## src/verilog/acs_defines.svh

```systemverilog
`ifndef ACS_DEFINES_SVH
`define ACS_DEFINES_SVH
// ==========================================
// Timing
`define ACS_CLK_PERIOD_PS 10000
`define ACS_WAKE_TIME_PS 1000000
`define ACS_WAKE_CYCLES (`ACS_WAKE_TIME_PS / `ACS_CLK_PERIOD_PS)
`define ACS_SETTLE_TIME_PS 135000
`define ACS_SETTLE_CYCLES ((`ACS_SETTLE_TIME_PS + `ACS_CLK_PERIOD_PS - 1) / `ACS_CLK_PERIOD_PS)
`define ACS_CONV_TIME_PS 531660
`define ACS_CONV_CYCLES (`ACS_CONV_TIME_PS / `ACS_CLK_PERIOD_PS)
// ==========================================
// Reset values
`define ACS_RESULT_RST 16'h0000
`endif

```

## src/verilog/acs_pkg.sv

```systemverilog
package acs_pkg;
  // ==========================================
  // Types
  typedef enum logic [1:0] {ACS_AWAKE, ACS_CONVERT, ACS_SLEEP, ACS_WAKE} acs_state_e;
  typedef struct packed {
    logic convert_start_n;
    logic chip_select_n;
    logic read_n;
  } acs_ctrl_s;
endpackage : acs_pkg

```

## src/verilog/acs_counter.sv

```systemverilog
`timescale 1ns/10ps
// Down counter; done when zero and not loading
module acs_counter #(
  parameter int W = 8
) (
  input wire logic clk,
  input wire logic rst_n,
  input wire logic load,
  input wire logic [W-1:0] value,
  output logic done
);
  logic [W-1:0] cnt_q;
  always_ff @(posedge clk) begin
    if (!rst_n) begin
      cnt_q <= '0;
    end else if (load) begin
      cnt_q <= value;
    end else if (cnt_q != '0) begin
      cnt_q <= cnt_q - 1'b1;
    end
  end
  assign done = (cnt_q == '0) && !load;
endmodule : acs_counter

```

## src/verilog/acs_sleep_ctrl.sv

```systemverilog
`timescale 1ns/10ps
`include "acs_defines.svh"
// ==========================================
// Contract
// - Start re-pulsed during busy abandons conversion and restarts it.
// - At busy fall, low convert_start_n means sleep, else stay awake.
// - Sleeping device wakes on start rising edge, then waits 1 us.
// - Busy rises only on start falling, never on wake edge alone.
// - Start falling during wake-up is held until wake-up completes.
// - Approximation steps begin on first clock after busy asserts.
// - Busy lasts 531.66 ns conversion time at 26 MHz, 12 bits; here busy lasts CONV_CYCLES + 1 = 54 clocks of 10 ns, 540 ns.
// - High-speed mode: stay awake; host waits 135 ns after busy falls.
// - Data driven only while chip_select_n and read_n both low.
// - Result is straight binary, 10 or 12 bits wide.
module acs_sleep_ctrl
  import acs_pkg::*;
#(
  parameter int DATA_W = 12,
  parameter int WAKE_CYCLES = `ACS_WAKE_CYCLES,
  parameter int CONV_CYCLES = `ACS_CONV_CYCLES
) (
  input wire logic clk,
  input wire logic rst_n,
  input wire acs_ctrl_s ctrl,
  input wire logic [DATA_W-1:0] sample_data,
  output logic busy,
  output logic asleep,
  output logic settling,
  output logic [DATA_W-1:0] data_out,
  output logic data_oe_n
);
  localparam int CW = 8;
  localparam int CLW = CW + 1;
  localparam int WW = $clog2(WAKE_CYCLES + 1);
  localparam int SW = $clog2(`ACS_SETTLE_CYCLES + 1);

  // ==========================================
  // Edge decode
  logic cs_q;
  logic pend_q;
  acs_state_e state_q;
  acs_state_e state_d;
  logic [DATA_W-1:0] sample_q;
  logic [DATA_W-1:0] result_q;
  wire start_fall = cs_q && !ctrl.convert_start_n;
  wire start_rise = !cs_q && ctrl.convert_start_n;
  wire conv_done;
  wire wake_done;
  wire settle_done;
  wire in_conv = (state_q == ACS_CONVERT);
  wire conv_load = start_fall && (state_q == ACS_AWAKE || in_conv);
  wire wake_load = (state_q == ACS_SLEEP) && start_rise;
  wire finish = in_conv && conv_done && !start_fall;
  wire go_sleep = finish && !ctrl.convert_start_n;
  wire start_after_wake = (state_q == ACS_WAKE) && wake_done && (pend_q || start_fall);
  wire read_en = !ctrl.chip_select_n && !ctrl.read_n;

  // A restart reloads the same counter, so the full conversion time runs again
  acs_counter #(.W(CW)) u_conv (
    .clk(clk),
    .rst_n(rst_n),
    .load(conv_load || start_after_wake),
    .value(CW'(CONV_CYCLES)),
    .done(conv_done)
  );
  acs_counter #(.W(WW)) u_wake (
    .clk(clk),
    .rst_n(rst_n),
    .load(wake_load),
    .value(WW'(WAKE_CYCLES)),
    .done(wake_done)
  );
  // Settling is advisory only; a start during it is still taken
  acs_counter #(.W(SW)) u_settle (
    .clk(clk),
    .rst_n(rst_n),
    .load(finish),
    .value(SW'(`ACS_SETTLE_CYCLES)),
    .done(settle_done)
  );

  // ==========================================
  // State selection
  always_comb begin
    state_d = state_q;
    case (state_q)
      ACS_AWAKE: if (conv_load) state_d = ACS_CONVERT;
      ACS_CONVERT: begin
        if (go_sleep) begin
          state_d = ACS_SLEEP;
        end else if (finish) begin
          state_d = ACS_AWAKE;
        end
      end
      ACS_SLEEP: if (wake_load) state_d = ACS_WAKE;
      ACS_WAKE: begin
        if (start_after_wake) begin
          state_d = ACS_CONVERT;
        end else if (wake_done) begin
          state_d = ACS_AWAKE; // Awake but idle: no busy on wake alone
        end
      end
      default: state_d = ACS_AWAKE;
    endcase
  end

  // ==========================================
  // Registers
  always_ff @(posedge clk) begin
    if (!rst_n) begin
      cs_q <= 1'b1;
      pend_q <= 1'b0;
      state_q <= ACS_AWAKE;
      sample_q <= '0;
      result_q <= DATA_W'(`ACS_RESULT_RST);
      busy <= 1'b0;
      asleep <= 1'b0;
      settling <= 1'b0;
      data_out <= '0;
      data_oe_n <= 1'b1;
    end else begin
      cs_q <= ctrl.convert_start_n;
      pend_q <= (state_q == ACS_WAKE) && !start_after_wake && (pend_q || start_fall);
      state_q <= state_d;
      if (conv_load || start_after_wake) sample_q <= sample_data;
      if (finish) result_q <= sample_q;
      busy <= (state_d == ACS_CONVERT);
      asleep <= (state_d == ACS_SLEEP);
      settling <= finish || !settle_done;
      data_out <= finish ? sample_q : result_q;
      data_oe_n <= !read_en;
    end
  end

  // ==========================================
  // Check helpers
  // Busy run length; cleared at each start so a restart is measured afresh
  logic [CLW-1:0] busy_len_q;
  always_ff @(posedge clk) begin
    if (!rst_n) begin
      busy_len_q <= '0;
    end else if (conv_load || start_after_wake) begin
      busy_len_q <= '0;
    end else if (busy) begin
      busy_len_q <= busy_len_q + 1'b1;
    end
  end

  // ==========================================
  // Conversion checks
  busy_on_start_a: assert property (@(posedge clk) disable iff (!rst_n)
    (state_q == ACS_AWAKE && start_fall) |=> busy)
    else $error("busy not raised after start");
  busy_cause_a: assert property (@(posedge clk) disable iff (!rst_n)
    $rose(busy) |-> $past(start_fall || pend_q))
    else $error("busy rose without a start");
  busy_hold_a: assert property (@(posedge clk) disable iff (!rst_n)
    (in_conv && !finish) |=> busy)
    else $error("busy dropped early");
  busy_len_a: assert property (@(posedge clk) disable iff (!rst_n)
    finish |-> busy_len_q == CLW'(CONV_CYCLES))
    else $error("busy length wrong");
  sample_take_a: assert property (@(posedge clk) disable iff (!rst_n)
    (conv_load || start_after_wake) |=> sample_q == $past(sample_data))
    else $error("sample not taken at start");
  restart_a: assert property (@(posedge clk) disable iff (!rst_n)
    (in_conv && start_fall) |=> busy ##1 busy)
    else $error("restart dropped busy");
  restart_len_a: assert property (@(posedge clk) disable iff (!rst_n)
    (in_conv && start_fall) |=> busy_len_q == '0)
    else $error("restart did not reload");

  // ==========================================
  // Sleep and wake checks
  sleep_entry_a: assert property (@(posedge clk) disable iff (!rst_n)
    go_sleep |=> asleep && !busy)
    else $error("sleep not entered");
  stay_awake_a: assert property (@(posedge clk) disable iff (!rst_n)
    (finish && ctrl.convert_start_n) |=> !asleep && !busy)
    else $error("slept in high-speed mode");
  sleep_quiet_a: assert property (@(posedge clk) disable iff (!rst_n)
    asleep |-> !busy)
    else $error("busy while asleep");
  sleep_hold_a: assert property (@(posedge clk) disable iff (!rst_n)
    (state_q == ACS_SLEEP && !start_rise) |=> asleep)
    else $error("woke without rising start");
  wake_exit_a: assert property (@(posedge clk) disable iff (!rst_n)
    (state_q == ACS_SLEEP && start_rise) |=> !asleep)
    else $error("rising start did not wake");
  no_wake_busy_a: assert property (@(posedge clk) disable iff (!rst_n)
    (state_q == ACS_SLEEP && start_rise) |=> !busy)
    else $error("busy raised on wake edge");
  wake_hold_a: assert property (@(posedge clk) disable iff (!rst_n)
    (state_q == ACS_SLEEP && start_rise) |=> !busy [*8])
    else $error("busy during wake-up");
  wake_defer_a: assert property (@(posedge clk) disable iff (!rst_n)
    (state_q == ACS_WAKE && !wake_done) |=> !busy)
    else $error("conversion before wake-up ended");
  wake_pend_a: assert property (@(posedge clk) disable iff (!rst_n)
    (state_q == ACS_WAKE && start_fall && !wake_done) |=> pend_q)
    else $error("start during wake-up lost");
  wake_idle_a: assert property (@(posedge clk) disable iff (!rst_n)
    (state_q == ACS_WAKE && wake_done && !pend_q && !start_fall) |=> !busy && !asleep)
    else $error("wake alone started a conversion");

  // ==========================================
  // Result and bus checks
  result_load_a: assert property (@(posedge clk) disable iff (!rst_n)
    finish |=> result_q == $past(sample_q) && data_out == $past(sample_q))
    else $error("result not loaded at end");
  result_hold_a: assert property (@(posedge clk) disable iff (!rst_n)
    (!finish && !$past(finish)) |=> $stable(result_q))
    else $error("result changed");
  bus_enable_a: assert property (@(posedge clk) disable iff (!rst_n)
    read_en |=> !data_oe_n)
    else $error("bus not driven on read");
  bus_drive_a: assert property (@(posedge clk) disable iff (!rst_n)
    (ctrl.chip_select_n || ctrl.read_n) |=> data_oe_n)
    else $error("bus driven without read");
  settle_flag_a: assert property (@(posedge clk) disable iff (!rst_n)
    finish |=> settling)
    else $error("settling not flagged");
endmodule : acs_sleep_ctrl

```

## config.mk

```make
export PLATFORM = sky130hd
export DESIGN_NAME = acs_sleep_ctrl
export DESIGN_NICKNAME = d
export VERILOG_FILES = /design/src/verilog/acs_pkg.sv /design/src/verilog/acs_counter.sv /design/src/verilog/acs_sleep_ctrl.sv
export VERILOG_INCLUDE_DIRS = /design/src /design/src/verilog
export SDC_FILE = /design/constraint.sdc
export NUM_CORES = 1
export LEC_CHECK = 0
export BUFFER_PORTS_ARGS = -buffer_cell sky130_fd_sc_hd__clkbuf_2
export CAP_MARGIN = 25
export CORE_ASPECT_RATIO = 0.5
export CORE_MARGIN = 1
export CORE_UTILIZATION = 35
export DETAILED_ROUTE_END_ITERATION = 10
export PLACE_DENSITY_LB_ADDON = 0.1
export SLEW_MARGIN = 20
export SYNTH_ARGS = -nofsm -noshare
export SYNTH_HDL_FRONTEND = slang
export SYNTH_SLANG_ARGS = --single-unit
```

## constraint.sdc

```tcl
create_clock -name clk -period 5.75 [get_ports clk]
set_input_delay 0.2875 -clock clk [delete_from_list [all_inputs] [get_ports clk]]
set_output_delay 0.2875 -clock clk [all_outputs]
set_load 0.02 [all_outputs]
```

### Word-level counts from Yosys, hierarchy flattened

Index checks and enable logic that the tools add are counted.

| word-level totals | value |
|---|---|
| output and inout port bits | 16 |
| register bits after elaboration | 51 |
| word-level logic and storage cells | 80 |
| input bits | 17 |

| cells by class | value |
|---|---|
| equal/unequal tests | 5 |
| add/subtract/negate cells | 3 |
| reductions and logical operators | 43 |
| multiplexer cells | 13 |
| bitwise logic cells | 1 |

Operator list:

| cell | count |
|---|---|
| 1-bit logical AND | 15 |
| 7-bit 2-to-1 mux | 2 |
| 2-bit 2-to-1 mux | 6 |
| 6-bit 2-to-1 mux | 2 |
| 1-bit zero test | 11 |
| 8-bit zero test | 1 |
| 4-bit 2-to-1 mux | 2 |
| 2-bit one-hot mux with 4 select lines | 1 |
| 8-bit nonzero test | 1 |
| 8-bit by 1-bit subtractor with 8-bit output, second input constant | 1 |
| 7-bit zero test | 1 |
| 7-bit nonzero test | 1 |
| 7-bit by 1-bit subtractor with 7-bit output, second input constant | 1 |
| 2-bit == test, second input constant | 3 |
| 2-bit nonzero test | 3 |
| 2-bit OR reduction | 3 |
| 2-bit by 1-bit == test with 1-bit output, second input constant | 2 |
| 4-bit zero test | 1 |
| 1-bit logical OR | 4 |
| 4-bit nonzero test | 1 |
| 4-bit by 1-bit subtractor with 4-bit output, second input constant | 1 |
| 2-bit zero test | 1 |
| 1-bit NOT | 1 |

### Depth between registers and ports, before layout

| depth | value |
|---|---|
| depth after elaboration | 16 |
| gate-level depth with buffers | 7 |
| depth with buffers taken out | 6 |

### Modules after synthesis

From an unflattened synthesis, not the netlist that was laid out.

| second synthesis, totals | value |
|---|---|
| cell total of the unflattened synthesis | 263 |
| area total of the unflattened synthesis | 2,457.4 um2 |

Modules (own cells, without submodules):

| module | cells each | area an instance (um2) | seq. area each (um2) | times used |
|---|---|---|---|---|
| acs_sleep_ctrl | 135 | 1,336.3 | 640.6 | 1 |
| acs_counter at u_conv | 56 | 474.2 | 160.2 | 1 |
| acs_counter at u_wake | 46 | 409.1 | 140.1 | 1 |
| acs_counter at u_settle | 26 | 237.7 | 80.1 | 1 |

### Worst setup path after synthesis

No wires, ideal clock.

| path | value |
|---|---|
| kind | register to register |
| from | register u_conv.cnt_q[0] |
| to | register settling |
| arrival time | 2,013 ps |
| stages on the path, launching flop included | 8 |
| path slack | 3,663 ps |
| required time | 5,675 ps |
| clock period less this slack | 2,087 ps |
| buffers on the path | 2 |
| setup time | 75 ps |
| cell sequence | dfxtp_1 inv_1 ha_1 or3b_2 or4_4 buf_6 buf_12 a31oi_4 |

| on the way | value |
|---|---|
| word-level cells in the longest chain between the ends | 8 |

RTL lines:

| item | RTL line | text |
|---|---|---|
| from (decl) | acs_counter.sv:12 | `logic [W-1:0] cnt_q;` |
| from (signal assigned) | acs_counter.sv:17 | `cnt_q <= value;` |
| from (signal assigned) | acs_counter.sv:19 | `cnt_q <= cnt_q - 1'b1;` |
| 8-bit zero test * | acs_counter.sv:22 | `assign done = (cnt_q == '0) && !load;` |
| 1-bit logical AND * | acs_counter.sv:22 |  |
| 1-bit logical AND * (2 in a row) | acs_sleep_ctrl.sv:53 | `wire finish = in_conv && conv_done && !start_fall;` |
| 1-bit zero test | acs_counter.sv:22 |  |
| 1-bit logical AND | acs_counter.sv:22 |  |
| 1-bit zero test | acs_sleep_ctrl.sv:129 | `settling <= finish \|\| !settle_done;` |
| 1-bit logical OR * | acs_sleep_ctrl.sv:129 |  |
| to (signal assigned) | acs_sleep_ctrl.sv:129 |  |
| to (decl) | acs_sleep_ctrl.sv:28 | `output logic settling,` |

Every way passes the cells marked *; elsewhere a longest branch is shown, timed or not.
A chain may end at the register's enable or synchronous reset.

### Final worst setup path

| path | value |
|---|---|
| from | register u_wake.cnt_q[2] |
| to | register u_conv.cnt_q[3] |

| on the way | value |
|---|---|
| word-level cells in the longest chain between the ends | 6 |

RTL lines:

| item | RTL line | text |
|---|---|---|
| from (decl) | acs_counter.sv:12 |  |
| from (signal assigned) | acs_counter.sv:17 |  |
| from (signal assigned) | acs_counter.sv:19 |  |
| 7-bit zero test | acs_counter.sv:22 |  |
| 1-bit logical AND | acs_counter.sv:22 |  |
| 1-bit logical AND (2 in a row) | acs_sleep_ctrl.sv:55 | `wire start_after_wake = (state_q == ACS_WAKE) && wake_done && (pend_q \|\| start_fall);` |
| 1-bit logical OR | - |  |
| 2-bit OR reduction (no line) | - |  |

No other way between the ends.

==> reports/results.ini <==
[floorplan]
dieArea_mm2=0.00642
ios=33
dieWidth_um=112
core-area_mm2=0.00568
die_h_um=57.2
num_rows=19
initial_core_util=0.375

[yosys]
synth_edf_count=0
ys_types=45
ys_ff_latch=51
yosys.cell_count.top_type=dfxtp_1
synth_common_cells=51 x dfxtp_1, 29 x nand2_1, 13 x mux2i_1, 13 x nand3_1
synthTopCellsByArea=dfxtp_1 48%, mux2i_1 6.1%, nand2_1 5.1%, nand3_1 3.1%, o21ai_0 2.6%
synthFlopType=dfxtp_1
syn_nets=247
syn_area_mm2=0.00213
synth_warnings=0
synth_top_area_share=0.479
synth_cells=226
async_reset_ff_frac=0
ys_seq_area_frac=0.479
yosys.area.top_type=dfxtp_1
syn_area_per_cell_um2=9.43

[pwr]
p_leak_nw=1.04
p_clk_frac=0.315
irDropWorstVdd_mv=0.173
p_int_w=0.000672
switchingPower_w=0.000284
netSwitchingFraction=0.297
p_comb_frac=0.240
power_frac_seq=0.446
p_per_area_mw_per_mm2=387

[routing]
final_antenna_net_count=0
drc=0
first_iter_violations=46
dr.pass1.iters=4
post_drt_wl_per_cell_um=11.9
vias=1630
via_per_inst=4.97
wl_um=3910

[timing]
rsz0062_at_grt=false
timing.fmax_mhz=405
setup_viol=0
fin_skew_ps=7.82
relSlewSlack=0.386
final.setup.tns_ps=0
drv_slew=0
hold_violations=0
post-route-period-util=0.429
worst_slew_pin_slew_ps=919
fin_crit_ps=2470

[layout]
layout-drive-gt1-share=0.224
layout.nets=275
antenna_cells=0
final_area_mm2=0.00247
seqCellArea_mm2=0.00102
multi_input_area_mm2=0.00101
syn2layout_area_growth_pct=15.9
fill_cells=570

[setup_path]
crit_path_start_kind=flip-flop
end_kind=flip-flop
worst-setup-path-type=flip-flop to flip-flop
required_ps=5930
crit_fanout=20
critPathArrivalTime_ps=2650
rrSetupSlack_ps=3280

[place]
postPlaceCellArea_mm2=0.00231
dp_hpwl_um=2660
gp_congestion=0.751
port_buffers=32

[clock_network]
holdBufCountCts=0
insertion_delay_ps=290
root_buffer=clkbuf_16
clkTransAtPathRegs_ps=70
cts_resized=0
htree_levels=2
cts_buffer_depth=2
cts_setup_buffers=0
cts.sinks=51
numCtsBuffers=5
cts_tree=built

[hold_path]
hp-class=input port to flip-flop

[job]
cap_violations=0

[global_routing]
antenna_found_initial=0
grt_pass1_vias=1459
grt_pass1_wl_um=6470
gr-total-overflow=0
grt_usage=0.131
grt_max_degree=47

[status]
status=completed

## layer usage
metal  vias to the layer above  share of wire  wire length [um]  track usage
li1                        852              -                 -            -
met1                       735           0.53              2070        0.162
met2                        33           0.39              1530        0.198
met3                        10          0.048               186       0.0457
met4                         0          0.030               119       0.0857
met5                         -              0                 0            0
## kinds of logic after synthesis
| family | count (synthesis) | share of synthesized area |
|---|---|---|
| XOR/XNOR | 5 | 0.0206 |
| AO/OA/AOI/OAI | 43 | 0.147 |
| adder cells (fa/ha/maj) | 4 | 0.0235 |
| AND/OR/NAND/NOR | 89 | 0.215 |
| flip-flops | 51 | 0.479 |
| buffers and inverters | 20 | 0.0481 |
| multiplexers | 14 | 0.0664 |
## worst max-delay path, stage by stage, from the launching register on
cell and delay, ps:
dfxtp_1 350, or4_1 610, o31ai_1 330, nand2_1 600, and4_1 470
## final timing paths
path / cells past startpoint / to / from
worst max register to register: 4 / u_conv.cnt_q[3] / u_wake.cnt_q[2]
worst min-delay path: 2 / data_oe_n / ctrl[0]
worst min register to register: 2 / sample_q[2] / sample_q[2]
worst max-delay path: 4 / u_conv.cnt_q[3] / u_wake.cnt_q[2]
## flip-flops by register name, indices dropped and copies added, names as in the netlist
signal,cells
asleep,1
data_oe_n,1
cs_q,1
result_q,12
settling,1
pend_q,1
state_q,2
u_settle.cnt_q,4
sample_q,12
u_conv.cnt_q,8
busy,1
u_wake.cnt_q,7
## layout make-up
| class | count | area share |
|---|---|---|
| sequential | 51 | 0.414 |
| multi-input combinational | 155 | 0.408 |
| timing repair buffer | 32 | 0.0649 |
| clock buffer | 6 | 0.0563 |
| tap | 73 | 0.0370 |
| inverter | 9 | 0.0137 |
| clock inverter | 2 | 0.00659 |
## power groups by stage
stage,Clock (W),Combinational (W),Sequential [W]
2_1_floorplan,0,0.000189,0.000429
3_3_place_gp,0,0.000227,0.000432
3_5_place_dp,0,0.000230,0.000433
4_1_cts,0.000309,0.000232,0.000426
5_1_grt,0.000323,0.000261,0.000432
6_report,0.000301,0.000229,0.000426
## stage by stage
stage               setup slack, ps  utilization  instances  hold WS [ps]  total power, W
floorplan                      3660            -        226           389        0.000618
global placement               3300        0.407        320           451        0.000660
detailed placement             3270        0.407        320           458        0.000664
CTS                            3260        0.434        328           179        0.000967
global route                   3090        0.434        328           205         0.00102
finish                         3280        0.434        328           186        0.000956
## placed cells by master, fill, tap and decap left out, drive strengths merged
cell       n
dfxtp     51
clkbuf    38
nand2     29
o21ai     17
mux2i     13
nand3     13
nor2      11
inv        9
nor3       8
a21oi      8
a31oi      7
nand2b     4
ha         4
nor4       3
or3        3
xnor2      3
or4        3
or3b       2
o31ai      2
o41ai      2
nor2b      2
nor3b      2
and2       2
and3       2
a31o       2
xor2       2
nand3b     2
nand4b     1
o2111ai    1
a21o       1
nor4b      1
mux2       1
and4       1
o2111a     1
a211oi     1
a21boi     1
clkinvlp   1
clkinv     1
Note: power is estimated with default switching activity, not from simulation.
